`src/verilog/smc_params.svh`:
```
`ifndef SMC_PARAMS_SVH
`define SMC_PARAMS_SVH
// I/O ports of the indexed configuration space.
`define SMC_PORT_INDEX 16'h0022
`define SMC_PORT_DATA 16'h0023
// Configuration register indices.
`define SMC_IDX_CTRL 8'hc1
`define SMC_IDX_BASE_HI 8'hce
`define SMC_IDX_BASE_LO 8'hcf
// Control register field positions.
`define SMC_CTRL_SMI_EN_BIT 1
`define SMC_CTRL_CODE_ACC_BIT 2
`define SMC_CTRL_MAIN_MEM_BIT 3
`define SMC_CTRL_REGION4_BIT 7
// Reset values and the read value of an unknown index.
`define SMC_RESET_CTRL 8'h00
`define SMC_RESET_BASE_HI 8'h00
`define SMC_RESET_BASE_LO 8'h00
`define SMC_UNMAPPED_READ 8'hff
// Size code 1 is 4 KB, each step doubles, code 13 is 16 MB.
`define SMC_SIZE_MAX_CODE 4'hd
`define SMC_SIZE_SHIFT 11
// Opcode bytes that follow the 0f escape.
`define SMC_OPC_SAVE_SEG 8'h78
`define SMC_OPC_REST_SEG 8'h79
`define SMC_OPC_SAVE_LDT 8'h7a
`define SMC_OPC_REST_LDT 8'h7b
`define SMC_OPC_SAVE_TR 8'h7c
`define SMC_OPC_REST_TR 8'h7d
`define SMC_OPC_RESUME 8'haa
// Cycle costs and pin timing, in core clocks.
`define SMC_CLK_RESTORE 14
`define SMC_CLK_SAVE 22
`define SMC_CLK_RESUME 58
`define SMC_SMI_MIN_LOW 4
`define SMC_RESUME_HIGH 2
`endif

```
`src/verilog/smc_pkg.sv`:
```
package smc_pkg;
    // Mode of the management controller.
    typedef enum logic [2:0] {
        SMC_ST_NORMAL = 3'b001,
        SMC_ST_HANDLER = 3'b010,
        SMC_ST_RELEASE = 3'b100
    } smc_state_type;
    // Kind of special instruction.
    typedef enum logic [1:0] {
        SMC_OP_NONE = 2'h0,
        SMC_OP_SAVE = 2'h1,
        SMC_OP_RESTORE = 2'h2,
        SMC_OP_RESUME = 2'h3
    } smc_op_type;
    // Register moved by a save or restore.
    typedef enum logic [1:0] {
        SMC_TGT_SEG = 2'h0,
        SMC_TGT_LDT = 2'h1,
        SMC_TGT_TR = 2'h2
    } smc_target_type;
endpackage

```
`src/verilog/smc_opcode_decode.sv`:
```
`timescale 1ns/10ps
`include "smc_params.svh"
module smc_opcode_decode (
    // Second opcode byte.
    input wire logic [7:0] opcode,
    // Decoded meaning.
    output smc_pkg::smc_op_type opKind,
    output smc_pkg::smc_target_type opTarget,
    output logic [5:0] opClocks
);
    import smc_pkg::*;

    // Map each special opcode to its kind, target and cost.
    always_comb begin
        opKind = SMC_OP_NONE;
        opTarget = SMC_TGT_SEG;
        opClocks = 6'h00;
        case (opcode)
            `SMC_OPC_REST_SEG, `SMC_OPC_REST_LDT, `SMC_OPC_REST_TR: begin
                opKind = SMC_OP_RESTORE;
                opClocks = 6'(`SMC_CLK_RESTORE);
            end
            `SMC_OPC_SAVE_SEG, `SMC_OPC_SAVE_LDT, `SMC_OPC_SAVE_TR: begin
                opKind = SMC_OP_SAVE;
                opClocks = 6'(`SMC_CLK_SAVE);
            end
            `SMC_OPC_RESUME: begin
                opKind = SMC_OP_RESUME;
                opClocks = 6'(`SMC_CLK_RESUME);
            end
            default: begin
                opKind = SMC_OP_NONE;
            end
        endcase
        // Bits 2:1 of the opcode pick segment, LDT or task register.
        case (opcode[2:1])
            2'h1: opTarget = SMC_TGT_LDT;
            2'h2: opTarget = SMC_TGT_TR;
            default: opTarget = SMC_TGT_SEG;
        endcase
    end
endmodule

```
`src/verilog/smc_control.sv`:
```
`timescale 1ns/10ps
`include "smc_params.svh"
// Function
// - Main-memory bit: in a handler, unprefixed data in the region uses the normal strobe, code stays.
// - Registers reached by index at port 22h, data at port 23h; control at c1h.
// - On entry code base is region base, pointer zero, limit region size minus one.
// - Address bit 20 mask is ignored for accesses on the management strobe.
// - Special instructions run outside the region if code-access bit or handler active.
// - During a handler, region code fetches never go to main memory.
// - Only the nonmaskable interrupt is enabled on handler entry.
// - Management memory accesses are never cacheable.
// - Entry code segment value is truncated to 16 bits.
// - Illegal use of a special instruction raises undefined-opcode.
// - Other segment registers keep hidden limits and attributes on entry.
// - Control bit 1 enables the interrupt pin; bit 7 makes region four management.
// - Region register bits 15-4 give base, bits 3-0 size, 4 KB to 16 MB.
// - Base 23-16 at index ceh; base 15-12 and size code at index cfh.
// - Special instructions need privilege 0 and full enables or an active handler.
// - The interrupt pin is driven low from recognition until resume.
// - Opcodes 0f 79, 7b, 7d restore segment, LDT and task register.
// - Opcodes 0f 78, 7a, 7c save segment, LDT and task register.
// - Restore takes 14 clocks, save 22, resume 58.
// - Opcode 0f aa restores state, leaves management mode and returns.
// - Save and restore move an 80-bit image with hidden descriptor.
// - Save and restore need a mod r/m byte; override prefixes are accepted.
// - Management space accesses use the management strobe, not the normal one.
// - Resume drives the pin high two clocks, then releases it.
// - In normal mode with code-access bit, region accesses use the management strobe.
module smc_control (
    // Clock and reset.
    input wire logic core_clk,
    input wire logic reset_n,
    // Configuration I/O port access.
    input wire logic [15:0] ioAddr,
    input wire logic ioWrite,
    input wire logic ioRead,
    input wire logic [7:0] ioWrData,
    output logic [7:0] ioRdData_q,
    // Management interrupt pin, open drain.
    input wire logic smiPinIn,
    output logic smiPinOut_q,
    output logic smiPinOeN_q,
    // Memory access request from the core.
    input wire logic accReq,
    input wire logic [23:0] accAddr,
    input wire logic accIsCode,
    input wire logic accCsPrefix,
    input wire logic addr20MaskN,
    output logic mgmtSpaceStrobeN_q,
    output logic normalSpaceStrobeN_q,
    output logic [23:0] busAddr_q,
    output logic accCacheable_q,
    // Special instruction issue.
    input wire logic instrValid,
    input wire logic [7:0] instrOpcode,
    input wire logic instrHasModrm,
    input wire logic [1:0] cpl,
    input wire logic [15:0] segSelIn,
    input wire logic [63:0] segDescIn,
    input wire logic [79:0] memImageIn,
    output logic instrBusy_q,
    output logic instrDone_q,
    output logic undefOpcode_q,
    output logic [79:0] memImageOut_q,
    output logic [79:0] restoreImage_q,
    output smc_pkg::smc_target_type opTarget_q,
    // Execution context on entry and exit.
    output logic enterPulse_q,
    output logic exitToTask_q,
    output logic [23:0] csBase_q,
    output logic [23:0] csLimit_q,
    output logic [15:0] csSelector_q,
    output logic [31:0] eip_q,
    output logic nmiOnly_q,
    output logic keepHidden_q
);
    import smc_pkg::*;

    ////////////////////////////////////////////////////////////////////////////
    // Pin synchronisers.
    logic smiSync1_q, smiSync2_q, a20Sync1_q, a20Sync2_q;

    // Both pins are asynchronous; only the second stage is read.
    always_ff @(posedge core_clk or negedge reset_n) begin
        if (!reset_n) begin
            smiSync1_q <= 1'b1;
            smiSync2_q <= 1'b1;
            a20Sync1_q <= 1'b1;
            a20Sync2_q <= 1'b1;
        end else begin
            smiSync1_q <= smiPinIn;
            smiSync2_q <= smiSync1_q;
            a20Sync1_q <= addr20MaskN;
            a20Sync2_q <= a20Sync1_q;
        end
    end

    ////////////////////////////////////////////////////////////////////////////
    // Configuration registers.
    logic [7:0] indexReg_q, indexReg_d, ctrlReg_q, ctrlReg_d;
    logic [7:0] baseHigh_q, baseHigh_d, baseLowSize_q, baseLowSize_d, ioRdData_d;
    logic smiPinEn, mgmtCodeAccessEn, mainMemDataAccessEn, region4MgmtSelect;
    logic [3:0] mgmtSizeField;
    logic [23:0] mgmtBaseField, regionSize, regionMask;
    logic sizeValid;

    assign smiPinEn = ctrlReg_q[`SMC_CTRL_SMI_EN_BIT];
    assign region4MgmtSelect = ctrlReg_q[`SMC_CTRL_REGION4_BIT];
    assign mgmtCodeAccessEn = ctrlReg_q[`SMC_CTRL_CODE_ACC_BIT];
    assign mainMemDataAccessEn = ctrlReg_q[`SMC_CTRL_MAIN_MEM_BIT];
    assign mgmtSizeField = baseLowSize_q[3:0];
    assign mgmtBaseField = {baseHigh_q, baseLowSize_q[7:4], 12'h000};
    // Codes above 16 MB are treated as no region, like code zero.
    assign sizeValid = (mgmtSizeField != 4'h0) && (mgmtSizeField <= `SMC_SIZE_MAX_CODE);
    // The shift sum needs five bits; at 16 MB the one shifts out and the mask is all ones.
    assign regionSize = sizeValid ? (24'h000001 << (5'(mgmtSizeField) + 5'(`SMC_SIZE_SHIFT)))
                                  : 24'h000000;
    assign regionMask = regionSize - 24'h000001;

    // Index port selects, data port reads or writes the selected register.
    always_comb begin
        indexReg_d = indexReg_q;
        ctrlReg_d = ctrlReg_q;
        baseHigh_d = baseHigh_q;
        baseLowSize_d = baseLowSize_q;
        ioRdData_d = ioRdData_q;
        if (ioWrite && ioAddr == `SMC_PORT_INDEX) begin
            indexReg_d = ioWrData;
        end else if (ioWrite && ioAddr == `SMC_PORT_DATA) begin
            case (indexReg_q)
                `SMC_IDX_CTRL: ctrlReg_d = ioWrData;
                `SMC_IDX_BASE_HI: baseHigh_d = ioWrData;
                `SMC_IDX_BASE_LO: baseLowSize_d = ioWrData;
                default: ctrlReg_d = ctrlReg_q;
            endcase
        end
        if (ioRead && ioAddr == `SMC_PORT_INDEX) begin
            ioRdData_d = indexReg_q;
        end else if (ioRead && ioAddr == `SMC_PORT_DATA) begin
            case (indexReg_q)
                `SMC_IDX_CTRL: ioRdData_d = ctrlReg_q;
                `SMC_IDX_BASE_HI: ioRdData_d = baseHigh_q;
                `SMC_IDX_BASE_LO: ioRdData_d = baseLowSize_q;
                default: ioRdData_d = `SMC_UNMAPPED_READ;
            endcase
        end
    end

    // Register the configuration state.
    always_ff @(posedge core_clk or negedge reset_n) begin
        if (!reset_n) begin
            indexReg_q <= 8'h00;
            ctrlReg_q <= `SMC_RESET_CTRL;
            baseHigh_q <= `SMC_RESET_BASE_HI;
            baseLowSize_q <= `SMC_RESET_BASE_LO;
            ioRdData_q <= 8'h00;
        end else begin
            indexReg_q <= indexReg_d;
            ctrlReg_q <= ctrlReg_d;
            baseHigh_q <= baseHigh_d;
            baseLowSize_q <= baseLowSize_d;
            ioRdData_q <= ioRdData_d;
        end
    end

    ////////////////////////////////////////////////////////////////////////////
    // Mode control, strobes and special instructions.
    smc_state_type state_q, state_d;
    smc_op_type decKind, opKind_q, opKind_d;
    smc_target_type decTarget, opTarget_d;
    logic [5:0] decClocks, count_q, count_d;
    logic [2:0] lowCount_q, lowCount_d;
    logic [1:0] highCount_q, highCount_d;
    logic inHandler, inRegion, useMgmt, legal, issueOk, exitNow;
    logic smiPinOut_d, smiPinOeN_d, mgmtN_d, normalN_d, cacheable_d;
    logic busy_d, done_d, undef_d, enter_d, exit_d, nmiOnly_d, keepHidden_d;
    logic [23:0] busAddr_d, csBase_d, csLimit_d;
    logic [15:0] csSelector_d;
    logic [79:0] imageOut_d, restoreImage_d;

    smc_opcode_decode decoder (
        .opcode(instrOpcode),
        .opKind(decKind),
        .opTarget(decTarget),
        .opClocks(decClocks)
    );

    // Handler in progress means the pin is being held low by this block.
    assign inHandler = (state_q == SMC_ST_HANDLER);
    assign inRegion = region4MgmtSelect && sizeValid
                      && (((accAddr ^ mgmtBaseField) & ~regionMask) == 24'h000000);
    // Pick the strobe: region code in a handler always stays in management space.
    assign useMgmt = inRegion && (inHandler
                     ? (accIsCode || accCsPrefix || !mainMemDataAccessEn)
                     : mgmtCodeAccessEn);
    // Allowed outside the region too; no address check is made here.
    assign legal = (cpl == 2'h0) && ((mgmtCodeAccessEn && smiPinEn && region4MgmtSelect
                   && sizeValid) || inHandler);
    assign issueOk = instrValid && !instrBusy_q && legal && decKind != SMC_OP_NONE
                     && (decKind == SMC_OP_RESUME || instrHasModrm);
    assign exitNow = instrBusy_q && count_q == 6'h01 && opKind_q == SMC_OP_RESUME;

    always_comb begin
        state_d = state_q;
        lowCount_d = lowCount_q;
        highCount_d = highCount_q;
        smiPinOut_d = smiPinOut_q;
        smiPinOeN_d = smiPinOeN_q;
        enter_d = 1'b0;
        exit_d = 1'b0;
        csBase_d = csBase_q;
        csLimit_d = csLimit_q;
        csSelector_d = csSelector_q;
        nmiOnly_d = nmiOnly_q;
        keepHidden_d = keepHidden_q;
        // The chipset must hold the pin low four clocks before it is taken.
        lowCount_d = (smiSync2_q || !smiPinEn) ? 3'h0
                     : (lowCount_q == 3'(`SMC_SMI_MIN_LOW)) ? lowCount_q : lowCount_q + 3'h1;
        case (state_q)
            SMC_ST_NORMAL: begin
                if (lowCount_q == 3'(`SMC_SMI_MIN_LOW) && smiPinEn) begin
                    state_d = SMC_ST_HANDLER;
                    smiPinOut_d = 1'b0;
                    smiPinOeN_d = 1'b0;
                    enter_d = 1'b1;
                    csBase_d = mgmtBaseField;
                    csLimit_d = regionMask;
                    csSelector_d = mgmtBaseField[19:4];
                    nmiOnly_d = 1'b1;
                    keepHidden_d = 1'b1;
                end
            end
            SMC_ST_HANDLER: begin
                if (exitNow) begin
                    state_d = SMC_ST_RELEASE;
                    smiPinOut_d = 1'b1;
                    highCount_d = 2'(`SMC_RESUME_HIGH - 1);
                    exit_d = 1'b1;
                    nmiOnly_d = 1'b0;
                    keepHidden_d = 1'b0;
                end
            end
            SMC_ST_RELEASE: begin
                lowCount_d = 3'h0;
                highCount_d = highCount_q - 2'h1;
                if (highCount_q == 2'h0) begin
                    state_d = SMC_ST_NORMAL;
                    smiPinOeN_d = 1'b1;
                end
            end
            default: begin
                state_d = SMC_ST_NORMAL;
                smiPinOut_d = 1'b1;
                smiPinOeN_d = 1'b1;
            end
        endcase
        // A resume run through the code-access path outside a handler still returns.
        if (exitNow && !inHandler) begin
            exit_d = 1'b1;
        end
    end

    // Memory strobes; one access per request, strobe low for one cycle.
    always_comb begin
        mgmtN_d = 1'b1;
        normalN_d = 1'b1;
        busAddr_d = busAddr_q;
        cacheable_d = accCacheable_q;
        if (accReq) begin
            mgmtN_d = !useMgmt;
            normalN_d = useMgmt;
            // The mask pin gates bit 20 only on normal-space cycles.
            busAddr_d = useMgmt ? accAddr
                        : {accAddr[23:21], accAddr[20] & a20Sync2_q, accAddr[19:0]};
            cacheable_d = !useMgmt && !inRegion;
        end
    end

    // Special instruction sequencing; the counter runs the documented cost.
    always_comb begin
        busy_d = instrBusy_q;
        count_d = count_q;
        opKind_d = opKind_q;
        opTarget_d = opTarget_q;
        done_d = 1'b0;
        undef_d = 1'b0;
        imageOut_d = memImageOut_q;
        restoreImage_d = restoreImage_q;
        if (instrBusy_q) begin
            count_d = count_q - 6'h01;
            if (count_q == 6'h01) begin
                busy_d = 1'b0;
                done_d = 1'b1;
            end
        end else if (instrValid && !issueOk) begin
            undef_d = 1'b1;
        end else if (issueOk) begin
            busy_d = 1'b1;
            count_d = decClocks;
            opKind_d = decKind;
            opTarget_d = decTarget;
            if (decKind == SMC_OP_SAVE) begin
                imageOut_d = {segDescIn, segSelIn};
            end else if (decKind == SMC_OP_RESTORE) begin
                restoreImage_d = memImageIn;
            end
        end
    end

    // Register all control state; outputs come straight from these flops.
    always_ff @(posedge core_clk or negedge reset_n) begin
        if (!reset_n) begin
            state_q <= SMC_ST_NORMAL;
            lowCount_q <= 3'h0;
            highCount_q <= 2'h0;
            smiPinOut_q <= 1'b1;
            smiPinOeN_q <= 1'b1;
            enterPulse_q <= 1'b0;
            exitToTask_q <= 1'b0;
            csBase_q <= 24'h000000;
            csLimit_q <= 24'h000000;
            csSelector_q <= 16'h0000;
            eip_q <= 32'h00000000;
            nmiOnly_q <= 1'b0;
            keepHidden_q <= 1'b0;
            mgmtSpaceStrobeN_q <= 1'b1;
            normalSpaceStrobeN_q <= 1'b1;
            busAddr_q <= 24'h000000;
            accCacheable_q <= 1'b0;
            instrBusy_q <= 1'b0;
            count_q <= 6'h00;
            opKind_q <= SMC_OP_NONE;
            opTarget_q <= SMC_TGT_SEG;
            instrDone_q <= 1'b0;
            undefOpcode_q <= 1'b0;
            memImageOut_q <= 80'h0;
            restoreImage_q <= 80'h0;
        end else begin
            state_q <= state_d;
            lowCount_q <= lowCount_d;
            highCount_q <= highCount_d;
            smiPinOut_q <= smiPinOut_d;
            smiPinOeN_q <= smiPinOeN_d;
            enterPulse_q <= enter_d;
            exitToTask_q <= exit_d;
            csBase_q <= csBase_d;
            csLimit_q <= csLimit_d;
            csSelector_q <= csSelector_d;
            eip_q <= 32'h00000000;
            nmiOnly_q <= nmiOnly_d;
            keepHidden_q <= keepHidden_d;
            mgmtSpaceStrobeN_q <= mgmtN_d;
            normalSpaceStrobeN_q <= normalN_d;
            busAddr_q <= busAddr_d;
            accCacheable_q <= cacheable_d;
            instrBusy_q <= busy_d;
            count_q <= count_d;
            opKind_q <= opKind_d;
            opTarget_q <= opTarget_d;
            instrDone_q <= done_d;
            undefOpcode_q <= undef_d;
            memImageOut_q <= imageOut_d;
            restoreImage_q <= restoreImage_d;
        end
    end
endmodule

```
`config.mk`:
```
export PLATFORM = sky130hd
export DESIGN_NAME = smc_control
export DESIGN_NICKNAME = d
export VERILOG_FILES = /design/src/verilog/smc_pkg.sv /design/src/verilog/smc_opcode_decode.sv /design/src/verilog/smc_control.sv
export VERILOG_INCLUDE_DIRS = /design/src /design/src/verilog
export SDC_FILE = /design/constraint.sdc
export NUM_CORES = 1
export LEC_CHECK = 0
export BUFFER_PORTS_ARGS = -buffer_cell sky130_fd_sc_hd__buf_2
export CAP_MARGIN = 20
export CORE_AREA = 2 2 204 206
export CTS_CLUSTER_SIZE = 10
export DETAILED_ROUTE_END_ITERATION = 12
export DIE_AREA = 0 0 206 208
export HOLD_SLACK_MARGIN = 0.03
export PLACE_DENSITY_LB_ADDON = 0.05
export SLEW_MARGIN = 5
export SYNTH_ARGS = -nofsm -noshare
export SYNTH_HDL_FRONTEND = slang
export SYNTH_HIERARCHICAL = 1
export SYNTH_SLANG_ARGS = --single-unit
```
`constraint.sdc`:
```
create_clock -name core_clk -period 7.3 [get_ports core_clk]
set_input_delay 0.365 -clock core_clk [delete_from_list [all_inputs] [get_ports core_clk]]
set_output_delay 0.365 -clock core_clk [all_outputs]
set_load 0.01 [all_outputs]
```
* Word level (Yosys, flattened, before mapping)
Index checks and enable logic that the tools add are counted.
** Cells by class
- Add/subtract/negate cells :: 5
- Order comparisons :: 1
- Equality and inequality tests :: 28
- Shift-type cells :: 1
- Multiplexer cells :: 44
- Bitwise gates (word level) :: 10
- Reduce and logical (&&, ||, !) cells :: 58
** Operators by type and width (count)
- $eq 8x7->1 const B :: 6
- $eq 16x6->1 const B :: 2
- $eq 8x8->1 const B :: 4
- $and 24x24->24 :: 1
- $logic_not 24->1 :: 1
- $mux 24 :: 1
- $not 24->24 :: 1
- $pmux 8 s3 :: 1
- $reduce_and 3->1 :: 8
- $shl 1x5->24 const A :: 1
- $sub 24x1->24 const B :: 1
- $xor 24x24->24 :: 1
- $logic_and 1x1->1 :: 22
- $mux 1 :: 21
- $mux 21 :: 1
- $mux 3 :: 6
- $mux 6 :: 3
- $pmux 6 s3 :: 1
- $mux 8 :: 2
- $reduce_bool 2->1 :: 5
- $pmux 3 s3 :: 1
- $eq 2x2->1 const B :: 4
- $pmux 2 s2 :: 2
- $logic_not 1->1 :: 7
- 26 further kinds :: 44
** Storage, ports and cells
- Flip-flop bits (word level) :: 301
- Input bits :: 229
- Logic and storage cells :: 179

* Depth between registers and ports, before layout
- Word-level depth :: 12
- Depth in mapped cells :: 12
- Depth with buffers taken out :: 9

* By module
Netlist, hierarchy kept.
** Modules (own cells, without submodules)
- smc_control :: instances 1, cells an instance 1020, area each 12853.6 µm²
- smc_opcode_decode :: instances 1, cells an instance 17, area each 113.9 µm²

* Worst setup path before layout
OpenSTA, ideal clock, no wires.
- Kind :: input -> register
- Start point :: input instrOpcode[4]
- End point :: register memImageOut_q[10]
- Arrival time :: 2.643 ns
- Data required time :: 7.172 ns
- Path slack :: 4.529 ns
- Stages :: 11
- Cells stage by stage :: or2_1 > or3_4 > a21oi_2 > buf_4 > a21oi_1 > nor4_1 > o211a_2 > and3b_1 > clkbuf_1 > buf_2 > mux2_1
** Between the ends
- Longest elaborated chain between the ends :: 10
- Elaborated cells on any way between the ends :: 20
- Those cells by class :: 9 x eq/ne; 1 x mux; 1 x bitwise; 9 x reduce/logical
** Ends and longest elaborated chain
- from (decl) :: line smc_control.sv:55 : input wire logic [7:0] instrOpcode,
- $eq 8x7->1 :: line smc_opcode_decode.sv:18 : case (opcode)
- $reduce_or 3->1 :: line smc_opcode_decode.sv:18
- $pmux 2 s3 (*) :: line smc_opcode_decode.sv:18
- net decKind[0] :: line smc_control.sv:169 : smc_op_type decKind, opKind_q, opKind_d;
- $eq 2x2->1 or $reduce_bool 2->1 (tied branches) :: line smc_control.sv:200, smc_control.sv:199
- $logic_or 1x1->1 or $logic_and 1x1->1 (tied branches) :: line smc_control.sv:200, smc_control.sv:199
- $logic_and 1x1->1 :: line smc_control.sv:200 : && (decKind == SMC_OP_RESUME || instrHasModrm);
- $logic_not 1->1 :: line smc_control.sv:295 : end else if (instrValid && !issueOk) begin
- $logic_and 1x1->1 :: line smc_control.sv:295
- $not 1->1 (no source line)
- $reduce_and 4->1 (no source line) (*)
- to (signal assigned) :: line smc_control.sv:362 : memImageOut_q <= imageOut_d;
- to (decl) :: line smc_control.sv:64 : output logic [79:0] memImageOut_q,
The timed path passes the listed nets; every way through them passes the cells marked *.
A chain may end at the register's enable or synchronous reset.

* Worst setup path after layout
- Start point :: register baseLowSize_q[2]
- End point :: register restoreImage_q[28]
** Between the ends
- Longest elaborated chain between the ends :: 12
- Elaborated cells on any way between the ends :: 13
- Those cells by class :: 1 x order compare; 1 x bitwise; 11 x reduce/logical
** Ends and longest elaborated chain
- from (decl) :: line smc_control.sv:101 : logic [7:0] baseHigh_q, baseHigh_d, baseLowSize_q, baseLowSize_d, ioRdData_d;
- from (signal assigned) :: line smc_control.sv:155 : baseLowSize_q <= `SMC_RESET_BASE_LO;
- from (signal assigned) :: line smc_control.sv:161 : baseLowSize_q <= baseLowSize_d;
- $le 4x4->1 (no source line) or $reduce_bool 4->1 (tied branches)
- $logic_and 1x1->1 (*) :: line smc_control.sv:114 : assign sizeValid = (mgmtSizeField != 4'h0) && (mgmtSizeField <= `SMC_SIZE_MAX_CODE);
- $logic_and 1x1->1 (*) :: line smc_control.sv:198 : && sizeValid) || inHandler);
- $logic_or 1x1->1 (*) :: line smc_control.sv:198
- $logic_and 1x1->1 (*) :: line smc_control.sv:197 : assign legal = (cpl == 2'h0) && ((mgmtCodeAccessEn && smiPinEn && region4MgmtSelect
- $logic_and 1x1->1 (*) (2 in series) :: line smc_control.sv:199 : assign issueOk = instrValid && !instrBusy_q && legal && decKind != SMC_OP_NONE
- $logic_and 1x1->1 (*) :: line smc_control.sv:200
- $logic_not 1->1 :: line smc_control.sv:295
- $logic_and 1x1->1 :: line smc_control.sv:295
- $not 1->1 (no source line)
- $reduce_and 5->1 (no source line) (*)
- to (signal assigned) :: line smc_control.sv:363 : restoreImage_q <= restoreImage_d;
- to (decl) :: line smc_control.sv:65 : output logic [79:0] restoreImage_q,
Every way passes the cells marked *; elsewhere a longest branch is shown, timed or not.

==> run_results.csv <==
group,metric,value,unit
synthesis,avgSynthCellArea,12.5,sq um
synthesis,ys_top_cells_by_count,"dfrtp_1 (284), mux2_1 (159), nand2_1 (86)",
critical_path,rr_endpoint,"restoreImage_q[28]",
floorplanning,die_h,208,microns
critical_path,crit_type,"flip-flop to flip-flop",
pwr,power.internal,2790,uW
global_route,grt_pass1_vias,10400,
clock_tree,clock-sinks,293,
synthesis,ys_ff_latch,293,
global_route,track_usage,19.0,%
worst_hold_path,hp-class,"primary input to flip-flop",
route,remaining_drc_errors,0,
clock_tree,cts_made_buffers,37,
final_layout,area_growth,40.1,%
synthesis,synth_fa_ha_area_share,0.675,%
worst_hold_path,min_path_cells,2,
synthesis,synth_top_cell_by_area,"dfrtp_1",
critical_path,required,7.71,ns
sta,finClkSkew,0.0227,ns
sta,min_period_over_period,54.4,%
synthesis,synth-simple-area-share,8.47,%
clock_tree,htreeDepth,2,
pwr,switching_share,22.6,%
route,firstDrtPassIters,5,
synthesis,yosysSeqAreaShare,56.6,%
global_route,antenna_found_initial,4,
pwr,power_density,198,nW/um^2
sta,slew_violations,0,
pwr,leakagePower,0.00991,uW
route,avgViaCountPerCell,4.60,
synthesis,yosysWarnings,6,
pwr,vdd_drop_max,0.123,mV
route,drt_iter0_markers,428,
synthesis,synth_compound_area_share,6.82,%
floorplanning,core,40600,sq um
synthesis,synthMuxAreaShare,20.0,%
clock_tree,clock_latency,0.54,ns
sta,finalCriticalPeriod,3.97,ns
synthesis,synth.distinct_cells,77,
pwr,switchingPower,813,uW
final_layout,final_nets,1877,
place,numPortBuffers,478,
place,dp_hpwl,30500,microns
clock_tree,ctsResizeCount,0,
route,vias,10100,
sta,maxSlewHeadroom,20.5,%
pwr,p_seq_share,45.8,%
sta,worst_slack,3.33,ns
clock_tree,root_buffer,"clkbuf_16",
critical_path,r2r-start,"baseLowSize_q[2]",
synthesis,ys_dominant_reg_cell,"dfrtp_1",
route,ant_nets,0,
sta,final_hold_viol_count,0,
critical_path,ff2ff_path_depth,7,
clock_tree,cts_setup_buffers,0,
route,drt-total-wl,41800,microns
clock_tree,clk_path_buf_depth,3,
sta,rsz0062_at_grt,"false",
clock_tree,cts_tree,"built",
pwr,p_total,3600,uW
synthesis,synth_top_family_by_area,"multiplexers",
critical_path,cp-startpoint,"baseLowSize_q[2]",
synthesis,synth_area,13000,sq um
critical_path,crit_path_start_kind,"flip-flop",
critical_path,critPathArrivalTime,4.38,ns
sta,hold_slack,0.0615,ns
worst_hold_path,hold_end,"restoreImage_q[63]",
synthesis,yosysMostFrequentCell,"dfrtp_1",
job,drv_cap,0,
floorplanning,rows,74,
sta,fmax,252,MHz
global_route,grt-ovfl-total,0,
synthesis,synth_xor_area_share,1.22,%
synthesis,netlist_top_cells_area,"dfrtp_1 (55%), mux2_1 (14%), mux2_2 (5.9%), buf_4 (3.7%), nand2_1 (2.5%)",
global_route,grt_pass1_wl,62200,microns
floorplanning,ios,531,
sta,setup_viol,0,
floorplanning,initial_utilization,32.0,%
floorplanning,die_x,206,microns
outcome,status,"completed",
critical_path,crit_path_end_kind,"flip-flop",
synthesis,synth_edf_count,0,
worst_hold_path,min-delay-start,"memImageIn[63]",
synthesis,yosysTopAreaCellShare,54.8,%
place,place_ws,3.14,ns
global_route,grt_max_degree,173,
sta,tns,0,ns
clock_tree,clkTransAtPathRegs,0.06,ns
synthesis,async_flop_share,100,%
pwr,power_frac_clock,47.5,%
critical_path,worstPathMaxFanout,63,
place,globalplace.congestion,0.802,
pwr,power.share.combinational,6.7,%
sta,tightest_slew,1.19,ns
floorplanning,die_area,42800,sq um
critical_path,r2r_slack,3.33,ns
route,wl_per_cell,19.0,microns
synthesis,synthCells,1037,
final_layout,drive_above_1_share,37.7,%
## power groups by stage
stage	sequential, uW	combinational [uW]	clock (uW)
floorplan	1680	65.7	0
global route	1650	268	1840
CTS	1650	246	1780
finish	1650	242	1710
detailed placement	1680	179	0
global placement	1680	178	0
## registers in the layout (all words and copies together) (netlist names), 2 cells and up
name            cells
restoreImage_q     80
csSelector_q        7
baseHigh_q          8
highCount_q         2
opTarget_q          2
csLimit_q          24
csBase_q            5
count_q             6
state_q             3
opKind_q            2
memImageOut_q      80
ioRdData_q          8
baseLowSize_q       8
ctrlReg_q           8
busAddr_q          24
indexReg_q          8
lowCount_q          3
## logic make-up (layout without fill, tap and decap cells)
kind of cell	count (synthesis)	after routing
DFF	293	293
muxes	231	231
and+or+nand+nor	224	224
buffers and inverters	136	708
AOI/OAI and AO/OA	125	125
xor gates and xnor gates	18	18
adders and majority gates	7	7
other	3	59
## critical path, stage by stage, from the launching register on
cell and delay, ns:
dfrtp_1 0.91, or3_1 0.25, o211ai_1 0.14, o21ai_1 0.29, o211a_2 0.46, nor2b_4 0.58
buf_4 0.76, mux2_1 0.39
## stage by stage
stage	std cells	instance area (sq um)	util [%]
after global routing	2196	18200	44.8
after detailed placement	1988	15600	38.4
after floorplan	1089	13200	-
after global placement	1988	15600	38.4
after CTS	2193	18200	44.8
final	2197	18200	44.8
## per-layer routing
layer | part of all wire [%] | wire length, microns | GRT usage (%)
met4 | 1.9 | 811 | 5.05
met1 | 40 | 16800 | 22.9
met3 | 7.0 | 2910 | 5.08
met2 | 51 | 21300 | 33.3
met5 | 0 | 0 | 0
## layout make-up
type,count,area [sq um]
Antenna cell,4,10.0
Clock buffer,55,1090
Clock inverter,4,26.3
Fill cell,3931,22400
Inverter,18,67.6
Multi-Input combinational cell,660,5040
Sequential cell,293,7340
Tap cell,532,666
Timing Repair Buffer,631,3930
## cell usage in the layout (no fill, tap or decap), drive strengths merged, types with 3 or more instances in the layout
cell	netlist	routed
xnor2	8	8
and3	3	3
dfrtp	284	284
a221oi	10	10
clkbuf	28	55
a211oi	3	3
nor2	53	53
nor4b	4	4
o21a	4	4
o31ai	10	10
nand3	12	12
nand2b	4	4
inv	17	18
nand2	86	86
nor3	11	11
mux2i	4	4
buf	90	485
dfstp	9	9
nor4	5	5
a2111oi	4	4
nor2b	11	11
a21o	8	8
conb	3	55
dlygate4sd3	0	146
mux2	227	227
a21oi	23	23
o21ai	23	23
and2	3	3
xor2	10	10
or3	6	6
or2	6	6
clkinv	1	3
nor3b	3	3
ha	7	7
nand4	4	4
diode	0	4
o211ai	4	4
a31oi	11	11
## how the worst max path moves through the flow
stage                         endpoint  slack (ns)  cells past startpoint
floorplan            memImageOut_q[10]        4.53                     11
global placement     restoreImage_q[3]        3.19                     10
detailed placement  restoreImage_q[28]        3.14                     10
CTS                 restoreImage_q[28]        3.19                      7
global route        restoreImage_q[24]        3.01                      7
finish              restoreImage_q[28]        3.33                      7
## repair_timing
action / in CTS / in global routing
setup endpoints to repair: 0 / 0
hold buffers: 146 / 0
hold endpoints to repair: 260 / 0
(Power assumes the default switching activity.)
